**config.mk**
```make
export PLATFORM = sky130hd
export DESIGN_NAME = clock_reset_control
export DESIGN_NICKNAME = d
export VERILOG_FILES = /design/src/rtl/clock_reset_pkg.sv /design/src/rtl/clock_reset_control.sv /design/src/rtl/hold_timer.sv /design/src/rtl/pin_filter.sv
export SDC_FILE = /design/constraint.sdc
export NUM_CORES = 1
export LEC_CHECK = 0
export ABC_AREA = 1
export BUFFER_PORTS_ARGS = -buffer_cell sky130_fd_sc_hd__clkbuf_2
export CAP_MARGIN = 20
export CORE_MARGIN = 2
export CORE_UTILIZATION = 25
export DETAILED_ROUTE_END_ITERATION = 8
export GPL_ROUTABILITY_DRIVEN = 0
export PLACE_DENSITY = 0.44
export SLEW_MARGIN = 25
export SYNTH_ARGS = -nofsm -noshare
export SYNTH_HDL_FRONTEND = slang
export SYNTH_HIERARCHICAL = 1
export SYNTH_SLANG_ARGS = --single-unit
```
**constraint.sdc**
```tcl
create_clock -name clock -period 2.45 [get_ports clock]
set_input_delay 0.735 -clock clock [delete_from_list [all_inputs] [get_ports clock]]
set_output_delay 0.735 -clock clock [all_outputs]
set_load 0.005 [all_outputs]
```
**src/rtl/clock_reset_pkg.sv**
```systemverilog
package clock_reset_pkg;

  ////////////////////////////////////////////////////////////////////////////////
  // Register indices on the documented register port.
  localparam logic [6:0] ANALOG_CONTROL_ONE_IDX = 7'h01;
  localparam logic [6:0] METERING_CONTROL_ZERO_IDX = 7'h02;
  localparam logic [6:0] METERING_CONTROL_ONE_IDX = 7'h03;
  localparam logic [6:0] SOFTWARE_RESET_KEY_IDX = 7'h6c;
  localparam logic [6:0] SYSTEM_STATUS_IDX = 7'h74;

  localparam logic [31:0] CONTROL_RESET_VALUE = 32'h0000_0000;
  localparam logic [31:0] SOFT_RESET_KEY = 32'h4572_beaf;

  ////////////////////////////////////////////////////////////////////////////////
  // Field positions.
  localparam int ADC_SEL_LSB = 30;
  localparam int TRIM_LSB = 24;
  localparam int TRIM_DIR_BIT = 29;
  localparam int EXT_PD_BIT = 23;
  localparam int RC_PD_BIT = 22;
  localparam int EXT_EN_N_BIT = 7;
  localparam int MODE_LSB = 4;
  localparam int ENERGY_SEL_BIT = 23;
  localparam int CAUSE_LSB = 20;
  localparam int STS_RAM_OK_BIT = 0;
  localparam int STS_SPI_BIT = 1;
  localparam int STS_RC_BIT = 2;

  localparam logic [2:0] CAUSE_POR = 3'h1;
  localparam logic [2:0] CAUSE_PIN = 3'h2;
  localparam logic [2:0] CAUSE_LINE = 3'h3;
  localparam logic [2:0] CAUSE_SOFT = 3'h4;

  ////////////////////////////////////////////////////////////////////////////////
  // Clock divider settings, relative to the 6.5536 MHz source.
  localparam logic [4:0] SYS_DIV_FULL = 5'h01;
  localparam logic [4:0] SYS_DIV_HALF = 5'h02;
  localparam logic [4:0] SYS_DIV_EIGHTH = 5'h08;
  localparam logic [4:0] SYS_DIV_SIXTEENTH = 5'h10;
  localparam logic [5:0] ADC_DIV_X1 = 6'h08;
  localparam logic [5:0] ADC_DIV_X2 = 6'h04;
  localparam logic [5:0] ADC_DIV_QUARTER = 6'h20;
  localparam logic [5:0] ADC_DIV_HALF = 6'h10;
  localparam logic [7:0] POINTS_128 = 8'h80;
  localparam logic [7:0] POINTS_64 = 8'h40;
  localparam logic [7:0] POINTS_32 = 8'h20;
  localparam logic [7:0] POINTS_16 = 8'h10;

  ////////////////////////////////////////////////////////////////////////////////
  // Timing, in nanoseconds, and the derived cycle counts.
  localparam int CLK_PERIOD_NS = 25;
  localparam int POR_EXIT_MAX_NS = 500_000;
  localparam int SOFT_EXIT_MAX_NS = 650_000;
  localparam int PIN_EXIT_NS = 900_000;
  localparam int PIN_LOW_MIN_NS = 2_000_000;
  localparam int LINE_LOW_NS = 92_500_000;
  localparam int RAM_CHECK_NS = 1_250_000;
  localparam int ENERGY_SETTLE_NS = 107_000;
  localparam int SCK_MIN_PERIOD_NS = 20_000_000;
  localparam int SLOW_RC_PERIOD_NS = 31_250;
  localparam int POR_EXIT_CYCLES = POR_EXIT_MAX_NS / CLK_PERIOD_NS;
  localparam int SOFT_EXIT_CYCLES = SOFT_EXIT_MAX_NS / CLK_PERIOD_NS;
  localparam int PIN_EXIT_CYCLES = (PIN_EXIT_NS + CLK_PERIOD_NS - 1) / CLK_PERIOD_NS;
  localparam int PIN_LOW_CYCLES = (PIN_LOW_MIN_NS + CLK_PERIOD_NS - 1) / CLK_PERIOD_NS;
  localparam int LINE_LOW_CYCLES = (LINE_LOW_NS + CLK_PERIOD_NS - 1) / CLK_PERIOD_NS;
  localparam int RAM_CHECK_CYCLES = (RAM_CHECK_NS + CLK_PERIOD_NS - 1) / CLK_PERIOD_NS;
  localparam int ENERGY_SETTLE_CYCLES = (ENERGY_SETTLE_NS + CLK_PERIOD_NS - 1) / CLK_PERIOD_NS;
  localparam int SCK_QUIET_CYCLES = SCK_MIN_PERIOD_NS / CLK_PERIOD_NS;
  localparam int SLOW_TICK_CYCLES = SLOW_RC_PERIOD_NS / CLK_PERIOD_NS;
  localparam int EXT_MISS_CYCLES = 64;

  ////////////////////////////////////////////////////////////////////////////////
  typedef enum logic [1:0] {
    ST_RUN = 2'b00,
    ST_HOLD = 2'b01,
    ST_EXIT = 2'b10,
    ST_RAMCHK = 2'b11
  } reset_state_t;

  typedef struct packed {
    logic use_rc;
    logic ext_enable;
    logic rc_enable;
    logic trim_up;
    logic [4:0] trim_steps;
    logic [4:0] sys_div;
    logic [5:0] adc_div;
    logic [7:0] points;
    logic energy_slow;
  } clk_cfg_t;

endpackage

```
**src/rtl/clock_reset_control.sv**
```systemverilog
// Functional notes
// (RULE1) Divide the 6.5536 MHz external clock for the system per operating mode.
// (RULE2) ADC clock select scales the 819.2 kHz base by x1, x2, x1/4, x1/2.
// (RULE3) With no external clock present, run everything from the internal RC clock.
// (RULE4) Software keeps the RC power-down bit at zero.
// (RULE5) External clock power-down bit set to one disables the external input.
// (RULE6) Trim codes 0-31 raise, 32-63 lower RC frequency in 1.25% steps.
// (RULE7) Mode picks points and clock; 3-5 reserved; unknown modes act as mode 0.
// (RULE8) Energy clock select: 204.8 kHz or 32768 Hz; pulses blocked 107 us after switch.
// (RULE9) A free-running 32 kHz slow tick filters reset, receive and address pins.
// (RULE10) Every reset restarts the fast oscillator and reference.
// (RULE11) Reset cause reads 001 POR, 010 pin, 011 receive line, 100 software.
// (RULE12) Writing the key to the software reset register resets the device.
// (RULE13) Software reset finishes within 650 us.
// (RULE14) Power-on reset finishes within 500 us after release.
// (RULE15) Pin low 2 ms resets; exit 900 us after pin returns high.
// (RULE16) UART mode: receive line low 92.5 ms resets; exit 900 us after release.
// (RULE17) SPI mode: data-in and select low 92.5 ms with serial clock above 50 Hz.
// (RULE18) No RAM access in reset; 1.25 ms self-check gates access on exit.
// (RULE19) Serial interface idles in reset and runs as soon as reset ends.
// (RULE20) After every reset the serial interface is UART until SPI is initialised.
// (RULE21) Any other value written to the software reset register does nothing.
// (RULE22) Reset cause holds until the next recognised reset.
`timescale 1ns/100ps
module clock_reset_control #(
  parameter int POR_EXIT_CYCLES = clock_reset_pkg::POR_EXIT_CYCLES,
  parameter int SOFT_EXIT_CYCLES = clock_reset_pkg::SOFT_EXIT_CYCLES,
  parameter int PIN_EXIT_CYCLES = clock_reset_pkg::PIN_EXIT_CYCLES,
  parameter int PIN_LOW_CYCLES = clock_reset_pkg::PIN_LOW_CYCLES,
  parameter int LINE_LOW_CYCLES = clock_reset_pkg::LINE_LOW_CYCLES,
  parameter int RAM_CHECK_CYCLES = clock_reset_pkg::RAM_CHECK_CYCLES,
  parameter int ENERGY_SETTLE_CYCLES = clock_reset_pkg::ENERGY_SETTLE_CYCLES,
  parameter int SCK_QUIET_CYCLES = clock_reset_pkg::SCK_QUIET_CYCLES
) (
  input wire logic clock,
  input wire logic sys_rst,
  input wire logic reset_pin_n,
  input wire logic rx_line,
  input wire logic addr_hi_or_chip_select,
  input wire logic addr_lo_or_serial_clock,
  input wire logic ext_fast_clk_in,
  input wire logic reg_wr,
  input wire logic reg_rd,
  input wire logic [6:0] reg_addr,
  input wire logic [31:0] reg_wdata,
  input wire logic spi_init_done,
  input wire logic ram_check_fail,
  output logic [31:0] reg_rdata,
  output clock_reset_pkg::clk_cfg_t clk_cfg,
  output logic device_reset,
  output logic serial_idle,
  output logic spi_mode,
  output logic ram_access_en,
  output logic osc_restart,
  output logic energy_pulse_block
);

  ////////////////////////////////////////////////////////////////////////////////
  // Slow tick and pin filtering.

  logic [10:0] slow_cnt_reg;
  logic slow_tick_reg;
  logic [3:0] pin_f;
  logic ext_f;
  logic sck_prev_reg;
  logic ext_prev_reg;
  logic sck_edge;
  logic ext_edge;

  // (RULE9) Free-running filter tick.
  always_ff @(posedge clock) begin
    if (sys_rst) begin
      slow_cnt_reg <= '0;
      slow_tick_reg <= 1'b0;
    end else if (slow_cnt_reg == 11'(clock_reset_pkg::SLOW_TICK_CYCLES - 1)) begin
      slow_cnt_reg <= '0;
      slow_tick_reg <= 1'b1;
    end else begin
      slow_cnt_reg <= slow_cnt_reg + 1'b1;
      slow_tick_reg <= 1'b0;
    end
  end

  // (RULE9) Filtered reset, receive and address pins.
  pin_filter #(.WIDTH(4), .TICKED(1'b1)) u_pin_filter (
    .clock(clock),
    .sys_rst(sys_rst),
    .slow_tick(slow_tick_reg),
    .pins({reset_pin_n, rx_line, addr_hi_or_chip_select, addr_lo_or_serial_clock}),
    .filt(pin_f)
  );

  pin_filter #(.WIDTH(1), .TICKED(1'b0)) u_ext_filter (
    .clock(clock),
    .sys_rst(sys_rst),
    .slow_tick(1'b0),
    .pins(ext_fast_clk_in),
    .filt(ext_f)
  );

  always_ff @(posedge clock) begin
    if (sys_rst) begin
      sck_prev_reg <= 1'b1;
      ext_prev_reg <= 1'b1;
    end else begin
      sck_prev_reg <= pin_f[0];
      ext_prev_reg <= ext_f;
    end
  end

  assign sck_edge = pin_f[0] != sck_prev_reg;
  assign ext_edge = ext_f != ext_prev_reg;

  ////////////////////////////////////////////////////////////////////////////////
  // Hold detectors.

  logic pin_hold;
  logic uart_hold;
  logic spi_hold;
  logic sck_quiet;
  logic ext_missing;

  // (RULE15) Reset pin held low.
  hold_timer #(.LIMIT(PIN_LOW_CYCLES)) u_pin_hold (
    .clock(clock),
    .sys_rst(sys_rst),
    .active(!pin_f[3]),
    .reached(pin_hold)
  );

  // (RULE16) Receive line held low in UART mode.
  hold_timer #(.LIMIT(LINE_LOW_CYCLES)) u_uart_hold (
    .clock(clock),
    .sys_rst(sys_rst),
    .active(!pin_f[2] && !spi_mode),
    .reached(uart_hold)
  );

  // (RULE17) Data-in and select low while the serial clock keeps running.
  hold_timer #(.LIMIT(LINE_LOW_CYCLES)) u_spi_hold (
    .clock(clock),
    .sys_rst(sys_rst),
    .active(!pin_f[2] && !pin_f[1] && spi_mode && !sck_quiet),
    .reached(spi_hold)
  );

  hold_timer #(.LIMIT(SCK_QUIET_CYCLES)) u_sck_quiet (
    .clock(clock),
    .sys_rst(sys_rst),
    .active(!sck_edge),
    .reached(sck_quiet)
  );

  // (RULE3) External clock absence watchdog.
  hold_timer #(.LIMIT(clock_reset_pkg::EXT_MISS_CYCLES)) u_ext_miss (
    .clock(clock),
    .sys_rst(sys_rst),
    .active(!ext_edge),
    .reached(ext_missing)
  );

  ////////////////////////////////////////////////////////////////////////////////
  // Reset sequencing.

  clock_reset_pkg::reset_state_t state_reg;
  logic [31:0] seq_cnt_reg;
  logic [31:0] exit_limit;
  logic [2:0] cause_reg;
  logic serial_active;
  logic in_reset;
  logic event_pin;
  logic event_line;
  logic event_soft;
  logic event_any;

  assign serial_active = state_reg == clock_reset_pkg::ST_RUN
      || state_reg == clock_reset_pkg::ST_RAMCHK;
  assign in_reset = !serial_active;
  assign event_pin = state_reg != clock_reset_pkg::ST_HOLD && pin_hold;
  assign event_line = state_reg != clock_reset_pkg::ST_HOLD && !pin_hold
      && (uart_hold || spi_hold);
  // (RULE12) Key compare; (RULE21) any other value is ignored.
  assign event_soft = serial_active && !pin_hold && !uart_hold && !spi_hold && reg_wr
      && reg_addr == clock_reset_pkg::SOFTWARE_RESET_KEY_IDX
      && reg_wdata == clock_reset_pkg::SOFT_RESET_KEY;
  assign event_any = event_pin || event_line || event_soft;

  // (RULE13) (RULE14) (RULE15) Exit delay chosen by cause.
  always_comb begin
    if (cause_reg == clock_reset_pkg::CAUSE_POR) begin
      exit_limit = 32'(POR_EXIT_CYCLES);
    end else if (cause_reg == clock_reset_pkg::CAUSE_SOFT) begin
      exit_limit = 32'(SOFT_EXIT_CYCLES);
    end else begin
      exit_limit = 32'(PIN_EXIT_CYCLES);
    end
  end

  always_ff @(posedge clock) begin
    if (sys_rst) begin
      state_reg <= clock_reset_pkg::ST_EXIT;
      seq_cnt_reg <= '0;
    end else if (event_pin || event_line) begin
      state_reg <= clock_reset_pkg::ST_HOLD;
      seq_cnt_reg <= '0;
    end else if (event_soft) begin
      state_reg <= clock_reset_pkg::ST_EXIT;
      seq_cnt_reg <= '0;
    end else begin
      case (state_reg)
        // (RULE16) Leave the hold once the pin and line are both high.
        clock_reset_pkg::ST_HOLD: begin
          if (pin_f[3] && pin_f[2]) begin
            state_reg <= clock_reset_pkg::ST_EXIT;
          end
          seq_cnt_reg <= '0;
        end
        clock_reset_pkg::ST_EXIT: begin
          if (seq_cnt_reg >= exit_limit - 32'h1) begin
            state_reg <= clock_reset_pkg::ST_RAMCHK;
            seq_cnt_reg <= '0;
          end else begin
            seq_cnt_reg <= seq_cnt_reg + 32'h1;
          end
        end
        // (RULE18) Self-check window.
        clock_reset_pkg::ST_RAMCHK: begin
          if (seq_cnt_reg >= 32'(RAM_CHECK_CYCLES - 1)) begin
            state_reg <= clock_reset_pkg::ST_RUN;
            seq_cnt_reg <= '0;
          end else begin
            seq_cnt_reg <= seq_cnt_reg + 32'h1;
          end
        end
        default: begin
          seq_cnt_reg <= '0;
        end
      endcase
    end
  end

  // (RULE11) (RULE22) Cause is loaded only by a recognised reset.
  always_ff @(posedge clock) begin
    if (sys_rst) begin
      cause_reg <= clock_reset_pkg::CAUSE_POR;
    end else if (event_pin) begin
      cause_reg <= clock_reset_pkg::CAUSE_PIN;
    end else if (event_line) begin
      cause_reg <= clock_reset_pkg::CAUSE_LINE;
    end else if (event_soft) begin
      cause_reg <= clock_reset_pkg::CAUSE_SOFT;
    end
  end

  // (RULE10) Restart pulse for the fast oscillator and reference.
  always_ff @(posedge clock) begin
    if (sys_rst) begin
      osc_restart <= 1'b1;
    end else begin
      osc_restart <= event_any;
    end
  end

  // (RULE19) Serial interface idle during reset.
  always_ff @(posedge clock) begin
    if (sys_rst) begin
      device_reset <= 1'b1;
      serial_idle <= 1'b1;
    end else begin
      device_reset <= in_reset;
      serial_idle <= in_reset;
    end
  end

  // (RULE18) Access granted only after a clean self-check.
  always_ff @(posedge clock) begin
    if (sys_rst || in_reset || event_any) begin
      ram_access_en <= 1'b0;
    end else if (state_reg == clock_reset_pkg::ST_RAMCHK
        && seq_cnt_reg >= 32'(RAM_CHECK_CYCLES - 1)) begin
      ram_access_en <= !ram_check_fail;
    end
  end

  // (RULE20) UART after every reset until SPI is initialised.
  always_ff @(posedge clock) begin
    if (sys_rst || in_reset || event_any) begin
      spi_mode <= 1'b0;
    end else if (spi_init_done) begin
      spi_mode <= 1'b1;
    end
  end

  ////////////////////////////////////////////////////////////////////////////////
  // Registers. Writes are dropped while the serial interface is idle.

  logic [31:0] analog_control_one_reg;
  logic [31:0] metering_control_zero_reg;
  logic [31:0] metering_control_one_reg;
  logic wr_ok;

  assign wr_ok = reg_wr && serial_active && !event_any;

  always_ff @(posedge clock) begin
    if (sys_rst || in_reset || event_any) begin
      analog_control_one_reg <= clock_reset_pkg::CONTROL_RESET_VALUE;
      metering_control_zero_reg <= clock_reset_pkg::CONTROL_RESET_VALUE;
      metering_control_one_reg <= clock_reset_pkg::CONTROL_RESET_VALUE;
    end else if (wr_ok) begin
      if (reg_addr == clock_reset_pkg::ANALOG_CONTROL_ONE_IDX) begin
        analog_control_one_reg <= reg_wdata;
      end else if (reg_addr == clock_reset_pkg::METERING_CONTROL_ZERO_IDX) begin
        metering_control_zero_reg <= reg_wdata;
      end else if (reg_addr == clock_reset_pkg::METERING_CONTROL_ONE_IDX) begin
        metering_control_one_reg <= reg_wdata;
      end
    end
  end

  always_ff @(posedge clock) begin
    if (sys_rst) begin
      reg_rdata <= '0;
    end else if (reg_rd) begin
      if (reg_addr == clock_reset_pkg::ANALOG_CONTROL_ONE_IDX) begin
        reg_rdata <= analog_control_one_reg;
      end else if (reg_addr == clock_reset_pkg::METERING_CONTROL_ZERO_IDX) begin
        reg_rdata <= metering_control_zero_reg;
      end else if (reg_addr == clock_reset_pkg::METERING_CONTROL_ONE_IDX) begin
        reg_rdata <= metering_control_one_reg;
      end else if (reg_addr == clock_reset_pkg::SYSTEM_STATUS_IDX) begin
        reg_rdata <= '0;
        reg_rdata[clock_reset_pkg::CAUSE_LSB +: 3] <= cause_reg;
        reg_rdata[clock_reset_pkg::STS_RAM_OK_BIT] <= ram_access_en;
        reg_rdata[clock_reset_pkg::STS_SPI_BIT] <= spi_mode;
        reg_rdata[clock_reset_pkg::STS_RC_BIT] <= clk_cfg.use_rc;
      end else begin
        reg_rdata <= '0;
      end
    end
  end

  ////////////////////////////////////////////////////////////////////////////////
  // Clock configuration.

  logic [3:0] mode;
  logic [1:0] adc_sel;
  logic ext_en;

  assign mode = metering_control_zero_reg[clock_reset_pkg::MODE_LSB +: 4];
  assign adc_sel = analog_control_one_reg[clock_reset_pkg::ADC_SEL_LSB +: 2];
  // (RULE5) Either disable bit turns the external input off.
  assign ext_en = !analog_control_one_reg[clock_reset_pkg::EXT_PD_BIT]
      && !analog_control_one_reg[clock_reset_pkg::EXT_EN_N_BIT];

  always_ff @(posedge clock) begin
    if (sys_rst) begin
      clk_cfg <= '0;
    end else begin
      clk_cfg.ext_enable <= ext_en;
      // (RULE3) Fall back to the RC clock when the input is absent or off.
      clk_cfg.use_rc <= ext_missing || !ext_en;
      // (RULE4) (RULE10) Forced on through reset whatever software last wrote.
      clk_cfg.rc_enable <= in_reset || !analog_control_one_reg[clock_reset_pkg::RC_PD_BIT];
      // (RULE6) Trim direction and step count.
      clk_cfg.trim_up <= !analog_control_one_reg[clock_reset_pkg::TRIM_DIR_BIT];
      clk_cfg.trim_steps <= analog_control_one_reg[clock_reset_pkg::TRIM_LSB +: 5];
      clk_cfg.energy_slow <= metering_control_one_reg[clock_reset_pkg::ENERGY_SEL_BIT];
      // (RULE2) ADC scale.
      case (adc_sel)
        2'h1: clk_cfg.adc_div <= clock_reset_pkg::ADC_DIV_X2;
        2'h2: clk_cfg.adc_div <= clock_reset_pkg::ADC_DIV_QUARTER;
        2'h3: clk_cfg.adc_div <= clock_reset_pkg::ADC_DIV_HALF;
        default: clk_cfg.adc_div <= clock_reset_pkg::ADC_DIV_X1;
      endcase
      // (RULE1) (RULE7) Mode decode; reserved and unknown codes act as mode 0.
      case (mode)
        4'h1: begin
          clk_cfg.sys_div <= clock_reset_pkg::SYS_DIV_FULL;
          clk_cfg.points <= clock_reset_pkg::POINTS_64;
        end
        4'h2: begin
          clk_cfg.sys_div <= clock_reset_pkg::SYS_DIV_FULL;
          clk_cfg.points <= clock_reset_pkg::POINTS_32;
        end
        4'h6: begin
          clk_cfg.sys_div <= clock_reset_pkg::SYS_DIV_HALF;
          clk_cfg.points <= clock_reset_pkg::POINTS_64;
        end
        4'h7: begin
          clk_cfg.sys_div <= clock_reset_pkg::SYS_DIV_HALF;
          clk_cfg.points <= clock_reset_pkg::POINTS_32;
        end
        4'h8: begin
          clk_cfg.sys_div <= clock_reset_pkg::SYS_DIV_EIGHTH;
          clk_cfg.points <= clock_reset_pkg::POINTS_32;
        end
        4'h9: begin
          clk_cfg.sys_div <= clock_reset_pkg::SYS_DIV_SIXTEENTH;
          clk_cfg.points <= clock_reset_pkg::POINTS_16;
        end
        default: begin
          clk_cfg.sys_div <= clock_reset_pkg::SYS_DIV_FULL;
          clk_cfg.points <= clock_reset_pkg::POINTS_128;
        end
      endcase
    end
  end

  ////////////////////////////////////////////////////////////////////////////////
  // Energy clock switch blanking.

  logic energy_sel_prev_reg;
  logic [31:0] settle_cnt_reg;
  logic energy_switch;

  assign energy_switch = metering_control_one_reg[clock_reset_pkg::ENERGY_SEL_BIT]
      != energy_sel_prev_reg;

  // (RULE8) Pulse output held off while the new accumulator clock settles.
  always_ff @(posedge clock) begin
    if (sys_rst) begin
      energy_sel_prev_reg <= 1'b0;
      settle_cnt_reg <= '0;
      energy_pulse_block <= 1'b0;
    end else begin
      energy_sel_prev_reg <= metering_control_one_reg[clock_reset_pkg::ENERGY_SEL_BIT];
      if (energy_switch) begin
        settle_cnt_reg <= 32'(ENERGY_SETTLE_CYCLES);
      end else if (settle_cnt_reg != 32'h0) begin
        settle_cnt_reg <= settle_cnt_reg - 32'h1;
      end
      energy_pulse_block <= energy_switch || settle_cnt_reg > 32'h1;
    end
  end

endmodule

```
**src/rtl/hold_timer.sv**
```systemverilog
`timescale 1ns/100ps
module hold_timer #(
  parameter int LIMIT = 16
) (
  input wire logic clock,
  input wire logic sys_rst,
  input wire logic active,
  output logic reached
);

  localparam int W = $clog2(LIMIT + 1);

  logic [W-1:0] count_reg;

  // The count saturates, so a long hold cannot wrap and drop the flag.
  always_ff @(posedge clock) begin
    if (sys_rst || !active) begin
      count_reg <= '0;
    end else if (count_reg != W'(LIMIT)) begin
      count_reg <= count_reg + 1'b1;
    end
  end

  always_ff @(posedge clock) begin
    if (sys_rst) begin
      reached <= 1'b0;
    end else begin
      reached <= active && (count_reg >= W'(LIMIT - 1));
    end
  end

endmodule

```
**src/rtl/pin_filter.sv**
```systemverilog
`timescale 1ns/100ps
module pin_filter #(
  parameter int WIDTH = 1,
  parameter bit TICKED = 1'b1
) (
  input wire logic clock,
  input wire logic sys_rst,
  input wire logic slow_tick,
  input wire logic [WIDTH-1:0] pins,
  output logic [WIDTH-1:0] filt
);

  logic [WIDTH-1:0] sync1_reg;
  logic [WIDTH-1:0] sync2_reg;
  logic [WIDTH-1:0] sync3_reg;
  logic sample;

  // Pins idle high through their pull-ups, so the filter starts high.
  assign sample = TICKED ? slow_tick : 1'b1;

  for (genvar i = 0; i < WIDTH; i++) begin : g_bit
    always_ff @(posedge clock) begin
      if (sys_rst) begin
        sync1_reg[i] <= 1'b1;
        sync2_reg[i] <= 1'b1;
        sync3_reg[i] <= 1'b1;
        filt[i] <= 1'b1;
      end else begin
        sync1_reg[i] <= pins[i];
        sync2_reg[i] <= sync1_reg[i];
        sync3_reg[i] <= sync2_reg[i];
        if (sample && sync2_reg[i] == sync3_reg[i]) begin
          filt[i] <= sync3_reg[i];
        end
      end
    end
  end

endmodule
```
# [After elaboration in Yosys (flattened, before gate mapping)]
# Index checks and enable logic that the tools add are counted.
[classes] add_sub_neg=9 multipliers=0 div=0 magnitude_cmp=8 n_eq_ne=38 n_shift=0 n_mux=24 n_bitwise=2 n_reduce_logical=77
[op_table] cell="$mux 32" count=5
[op_table] cell="$pmux 32 s2" count=1
[op_table] cell="$sub 32x1->32 const B" count=2
[op_table] cell="$add 22x1->22 const B" count=2
[op_table] cell="$ge 22x22->1 const B" count=2
[op_table] cell="$ne 22x22->1 const B" count=2
[op_table] cell="$add 32x1->32 const B" count=1
[op_table] cell="$eq 32x31->1 const B" count=1
[op_table] cell="$ge 32x16->1 const B" count=1
[op_table] cell="$ge 32x32->1" count=1
[op_table] cell="$gt 32x1->1 const B" count=1
[op_table] cell="$mux 16" count=2
[op_table] cell="$reduce_bool 32->1" count=1
[op_table] cell="$logic_and 1x1->1" count=27
[op_table] cell="$mux 13" count=2
[op_table] cell="$pmux 8 s3" count=1
[op_table] cell="$mux 23" count=1
[op_table] cell="$add 20x1->20 const B" count=1
[op_table] cell="$ge 20x20->1 const B" count=1
[op_table] cell="$logic_not 1->1" count=20
[op_table] cell="$ne 20x20->1 const B" count=1
[op_table] cell="$pmux 6 s3" count=1
[op_table] cell="$add 17x1->17 const B" count=1
[op_table] cell="$ge 17x17->1 const B" count=1
[op_table] cell="37 further kinds" count=79
[word_totals] reg_bits=358 latch_bits=0 ramBits=0 mem_bits_ro=0 inputBits=50 elab_cells=216 n_memories=0

# [Logic depth before layout (Yosys ltp)]
[logic_depth] depth_word=12 ltp_mapped=16 depth_no_buf=16

# [Cells and area by module]
# Netlist, hierarchy kept.
[by_module_without_submodules] module="clock_reset_control" n_inst=1 cells_per_inst=1437 area_per_inst_um2=10436.3 seq_area_each_um2=4764.6
[by_module_without_submodules] module="hold_timer at u_spi_hold" n_inst=1 cells_per_inst=205 area_per_inst_um2=1346.3 seq_area_each_um2=460.4
[by_module_without_submodules] module="hold_timer at u_uart_hold" n_inst=1 cells_per_inst=202 area_per_inst_um2=1298.7 seq_area_each_um2=460.4
[by_module_without_submodules] module="hold_timer at u_sck_quiet" n_inst=1 cells_per_inst=191 area_per_inst_um2=1228.7 seq_area_each_um2=420.4
[by_module_without_submodules] module="hold_timer at u_pin_hold" n_inst=1 cells_per_inst=175 area_per_inst_um2=1068.5 seq_area_each_um2=360.3
[by_module_without_submodules] module="pin_filter at u_pin_filter" n_inst=1 cells_per_inst=67 area_per_inst_um2=548.0 seq_area_each_um2=320.3
[by_module_without_submodules] module="hold_timer at u_ext_miss" n_inst=1 cells_per_inst=55 area_per_inst_um2=384.1 seq_area_each_um2=160.2
[by_module_without_submodules] module="pin_filter at u_ext_filter" n_inst=1 cells_per_inst=15 area_per_inst_um2=128.9 seq_area_each_um2=80.1

# [Least setup slack after synthesis]
# Ideal clock, no wire load.
[synth_timing] path_kind="input-to-reg" from="in reg_addr[1]" to="reg analog_control_one_reg[29]" setup_time_ns=0.116 arrival_ns=1.845 required_ns=2.334 slack_ns=0.489 cell_stages=10 path_buffers=2 path_cell_list="nor2_1 > nand3_1 > nor3_2 > nand3_2 > nand2_2 > nor2_1 > buf_2 > buf_2 > o21ai_0 > nor2_1"
[synth_via] elab_chain_cells=7
[synth_lines] item="from (decl)" line_no="clock_reset_control.sv:44" source="input wire logic [6:0] reg_addr,"
[synth_lines] item="$eq 7x7->1" line_no="clock_reset_control.sv:184" source="&& reg_addr == clock_reset_pkg::SOFTWARE_RESET_KEY_IDX"
[synth_lines] item="$logic_and 1x1->1" line_no="clock_reset_control.sv:184"
[synth_lines] item="$logic_and 1x1->1" line_no="clock_reset_control.sv:185" source="&& reg_wdata == clock_reset_pkg::SOFT_RESET_KEY;"
[synth_lines] item="$logic_or 1x1->1" line_no="clock_reset_control.sv:186" source="assign event_any = event_pin || event_line || event_soft;"
[synth_lines] item="$logic_not 1->1" line_no="clock_reset_control.sv:302" source="assign wr_ok = reg_wr && serial_active && !event_any;"
[synth_lines] item="$logic_and 1x1->1" line_no="clock_reset_control.sv:302"
[synth_lines] item="$reduce_and 2->1 (no line)"
[synth_lines] item="to (signal assigned)" line_no="clock_reset_control.sv:306" source="analog_control_one_reg <= clock_reset_pkg::CONTROL_RESET_VALUE;"
[synth_lines] item="to (signal assigned)" line_no="clock_reset_control.sv:311" source="analog_control_one_reg <= reg_wdata;"
[synth_lines] item="to (decl)" line_no="clock_reset_control.sv:297" source="logic [31:0] analog_control_one_reg;"
# Parallel ways exist; a longest one is shown, timed or not.
# A chain may end at the register's enable or synchronous reset.

# [Final worst setup path]
[layout_timing] from="reg u_spi_hold.reached" to="reg analog_control_one_reg[16]"
[layout_via] elab_chain_cells=9
[layout_lines] item="from (decl)" line_no="hold_timer.sv:8" source="output logic reached"
[layout_lines] item="from (signal assigned)" line_no="hold_timer.sv:28" source="reached <= active && (count_reg >= W'(LIMIT - 1));"
[layout_lines] item="$logic_not 1->1" line_no="clock_reset_control.sv:183" source="assign event_soft = serial_active && !pin_hold && !uart_hold && !spi_hold && reg_wr"
[layout_lines] item="$logic_and 1x1->1 (2 in series)" line_no="clock_reset_control.sv:183"
[layout_lines] item="$logic_and 1x1->1" line_no="clock_reset_control.sv:184"
[layout_lines] item="$logic_and 1x1->1" line_no="clock_reset_control.sv:185"
[layout_lines] item="$logic_or 1x1->1 (*)" line_no="clock_reset_control.sv:186"
[layout_lines] item="$logic_not 1->1" line_no="clock_reset_control.sv:302"
[layout_lines] item="$logic_and 1x1->1" line_no="clock_reset_control.sv:302"
[layout_lines] item="$reduce_and 2->1 (no line)"
# Every way passes the cells marked *; elsewhere a longest branch is shown, timed or not.

==> out/results.tsv <==
stage	metric	value	unit
run_status	outcome	finished clean	
yosys	synth_fa_ha_area_frac	0.0221	
critical_path	crit_type	flop to flop	
clock_tree	cts_tree	yes	
yosys	synth.distinct_cells	52	
floorplan	rows	94	
pwr	ir_worst_vdd	0.422	mV
drt	drtPass1Iterations	7	
critical_path	worstRegToRegCells	9	
yosys	synth_area	16400	um^2
timing	slew_headroom	0.554	
critical_path	crit_fanout	21	
critical_path	path_common_cell	nor2_1	
floorplan	dieArea	67800	um^2
cells_and_area	area_growth	22.2	%
critical_path	crit_arrival	2.67	ns
yosys	yosys_warnings	6	
grt	track_usage	0.140	
drt	wl_met2	21.1	mm
clock_tree	cts_max_path_buffers	3	
floorplan	fp.dieH	260	um
yosys	synth-seq-area-share	0.427	
floorplan	dieWidth	260	um
clock_tree	clk_pin_slew	0.06	ns
drt	detail-route-antenna-nets	0	
placement	dpl.hpwl	34.4	mm
yosys	synth_compound_area_frac	0.0934	
pwr	powerDensity	821	nW/um^2
floorplan	start_util	0.251	
placement	place_area	18700	um^2
drt	drc	0	
critical_path	r2r-end	analog_control_one_reg[16]$_SDFFE_PP0P_	
cells_and_area	fillCellCount	7162	
grt	grt_overflow	0	
drt	dr.max_layer_used	met5	
yosys	ys_seq_elements	351	
cells_and_area	drive_gt1_frac	0.148	
clock_tree	h-tree-depth	2	
placement	port_buffers	109	
critical_path	path_cells	nor2_1 > a21oi_1 > inv_1 > nand3_4 > nor2_2 > clkinv_2 > buf_12 > nor2_1 > nor2_1	
pwr	power_frac_comb	0.234	
clock_tree	clockRootBuffer	clkbuf_16	
critical_path	ff2ff_setup_slack	0.23	ns
timing	holdWs	0.360	ns
timing	post-route-min-period	2.22	ns
yosys	synthTopCellsByArea	dfxtp_1 43%, nand2_1 13%, nor2_1 11%, inv_1 5.3%, nand3_1 3.8%	
pwr	p_int	11.3	mW
yosys	synth_top_family_by_area	simple AND/OR/NAND/NOR gates	
floorplan	core	65400	um^2
cells_and_area	final_nets	2625	
grt	grt_start_max_net_pins	60	
critical_path	cpMaxStageDelayCell	nor2_1	
hold_path	min-delay-start	addr_hi_or_chip_select	
critical_path	cp-end-kind	flop	
floorplan	ios	117	
yosys	synthMuxAreaShare	0	
cells_and_area	postLayoutCellArea	20100	um^2
drt	vias	15200	
clock_tree	clock-sinks	351	
pwr	leakage	7.91	nW
timing	worst_pin_slew	0.668	ns
yosys	synth_top_area_cell	dfxtp_1	
timing	rsz0062_at_grt	false	
timing	clock_skew	0.0193	ns
drt	wl_met3	2.78	mm
critical_path	cpPeakStageDelay	0.34	ns
pwr	seqPwrFrac	0.387	
grt	antenna_found_initial	2	
timing	max_freq	0.451	GHz
pwr	netSwitchingFraction	0.318	
timing	period_share	0.905	
critical_path	critPathLaunch	u_spi_hold/reached$_SDFF_PP0_	
critical_path	worstSetupEndpoint	analog_control_one_reg[16]$_SDFFE_PP0P_	
timing	hold_viol_final	0	
clock_tree	insertion_delay	0.56	ns
timing	setup_viol	0	
pwr	clkPwrFrac	0.379	
timing	drv_slew	0	
drt	wirelength	47.8	mm
drt	met1_length	22.8	mm
yosys	synth_area_per_cell	7.00	um^2
yosys	synth-simple-area-share	0.356	
yosys	synth_top_area_share	0.427	
hold_path	hp-class	input pin to flop	
yosys	synth_xor_area_frac	0.0192	
drt	vias_per_cell	4.41	
critical_path	r2r_start	u_spi_hold/reached$_SDFF_PP0_	
grt	grt_pass1_wl	76.5	mm
pwr	p_switching	5.24	mW
grt	grt_pass1_vias	14600	
clock_tree	cts_buffers	43	
critical_path	required	2.90	ns
run	max_cap_viol_count	0	
clock_tree	cts_hold_buf	0	
drt	drt_iter0_markers	706	
critical_path	crit_path_start_kind	flop	
yosys	postSynthCellCount	2347	
drt	wl_per_cell	13.9	um
-- worst min path at each step --
| stage | end | slack [ns] | depth (start not counted) |
|---|---|---|---|
| 6_report | u_pin_filter/sync1_reg[1]$_SDFF_PP1_ | 0.36 | 2 |
| 3_3_place_gp | u_ext_filter/sync2_reg$_SDFF_PP1_ | 0.40 | 1 |
| 5_1_grt | u_pin_filter/sync1_reg[1]$_SDFF_PP1_ | 0.35 | 2 |
| 3_5_place_dp | u_pin_filter/sync2_reg[1]$_SDFF_PP1_ | 0.40 | 1 |
| 4_1_cts | u_pin_filter/sync1_reg[1]$_SDFF_PP1_ | 0.32 | 2 |
| 2_1_floorplan | u_ext_filter/sync2_reg$_SDFF_PP1_ | 0.38 | 1 |
-- through the flow --
step | std cells | util | setup slack (ns) | total power [mW] | TNS [ns]
detailed placement | 3364 | 0.286 | -0.325 | 10.3 | -12.81
global route | 3438 | 0.307 | 0.0553 | 17.5 | 0
finish | 3439 | 0.307 | 0.232 | 16.5 | 0
floorplan | 2369 | - | 0.489 | 9.14 | 0
global placement | 3364 | 0.286 | -0.295 | 10.3 | -11.02
CTS | 3437 | 0.307 | 0.0830 | 16.7 | 0
-- Yosys cell counts (all sizes together) --
cell type  instances
a211oi             2
nor4               1
or2               15
nor3b              6
o21bai             4
nand3b             5
o21ai            103
xnor2             13
a31o               1
clkinv             7
a31oi              3
inv              238
nand3            139
nor4b              1
ha                29
conb               2
dfxtp            351
o22ai              1
o211ai             5
buf               56
xor2              23
o21a               3
nand4             40
a21oi            124
clkbuf            19
a41oi             26
and3               2
nor3              42
and2               4
nor2             499
nand2            581
o311ai             2
-- what timing repair did --
item / 4_1_cts / 5_1_grt
buffers inserted: 0 / 0
gates resized for setup: 0 / 3
setup endpoints to repair: 0 / 31
-- cell usage in the layout, fill, tap and decap left out, types with 10 or more instances in the layout --
master | Yosys | routed
buf_4 | 20 | 79
conb_1 | 2 | 24
dfxtp_1 | 351 | 351
or2_1 | 12 | 12
nand2_2 | 26 | 26
a41oi_1 | 26 | 26
buf_12 | 0 | 18
nor2_1 | 460 | 458
nand4_1 | 39 | 39
inv_1 | 230 | 230
clkinv_2 | 2 | 10
o21ai_1 | 16 | 16
a21oi_1 | 120 | 120
clkbuf_2 | 0 | 109
nand2_1 | 553 | 553
nor3_1 | 37 | 36
clkbuf_16 | 0 | 43
o21ai_0 | 87 | 87
ha_1 | 29 | 29
nand3_1 | 126 | 126
nor2_4 | 18 | 21
nor2_2 | 20 | 20
xor2_1 | 23 | 23
nand3_2 | 11 | 11
xnor2_1 | 13 | 13
-- per-layer routing --
layer	up-vias	track usage
met5	-	0
met4	4	0.0441
met3	69	0.0308
met2	271	0.225
met1	6956	0.186
li1	7856	-
-- power by group through the flow --
stage	clock, mW	sequential [mW]	combinational [mW]
2_1_floorplan	0	6.41	2.73
3_3_place_gp	0	6.49	3.84
3_5_place_dp	0	6.50	3.85
4_1_cts	6.48	6.38	3.87
5_1_grt	6.69	6.43	4.39
6_report	6.26	6.38	3.85
-- critical path, delay by kind of cell, from the launching register on --
kind | cells | cell delay, ns
AO/OA/AOI/OAI | 1 | 0.18
buffers and inverters | 3 | 0.58
flip-flops | 1 | 0.33
AND/OR/NAND/NOR | 5 | 1.01
-- cells by family (layout without fill, tap and decap cells) --
family | Yosys count | in the layout
AOI/OAI and AO/OA | 274 | 274
xor gates and xnor gates | 36 | 36
adders and majority gates | 29 | 29
buffers and inverters | 320 | 524
DFF | 351 | 351
other | 2 | 25
and+or+nand+nor | 1335 | 1336
-- final cells by class --
class / count / area (um^2) / share of cell area
Sequential cell: 351 / 7030 / 0.350
Inverter: 245 / 922 / 0.0459
Clock inverter: 13 / 146 / 0.00729
Multi-Input combinational cell: 1699 / 8180 / 0.407
Tap cell: 864 / 1080 / 0.0538
Timing Repair Buffer: 206 / 1500 / 0.0746
Antenna cell: 1 / 2.50 / 0.000125
Clock buffer: 60 / 1230 / 0.0612
No activity file was read; power rests on OpenSTA's default activity.
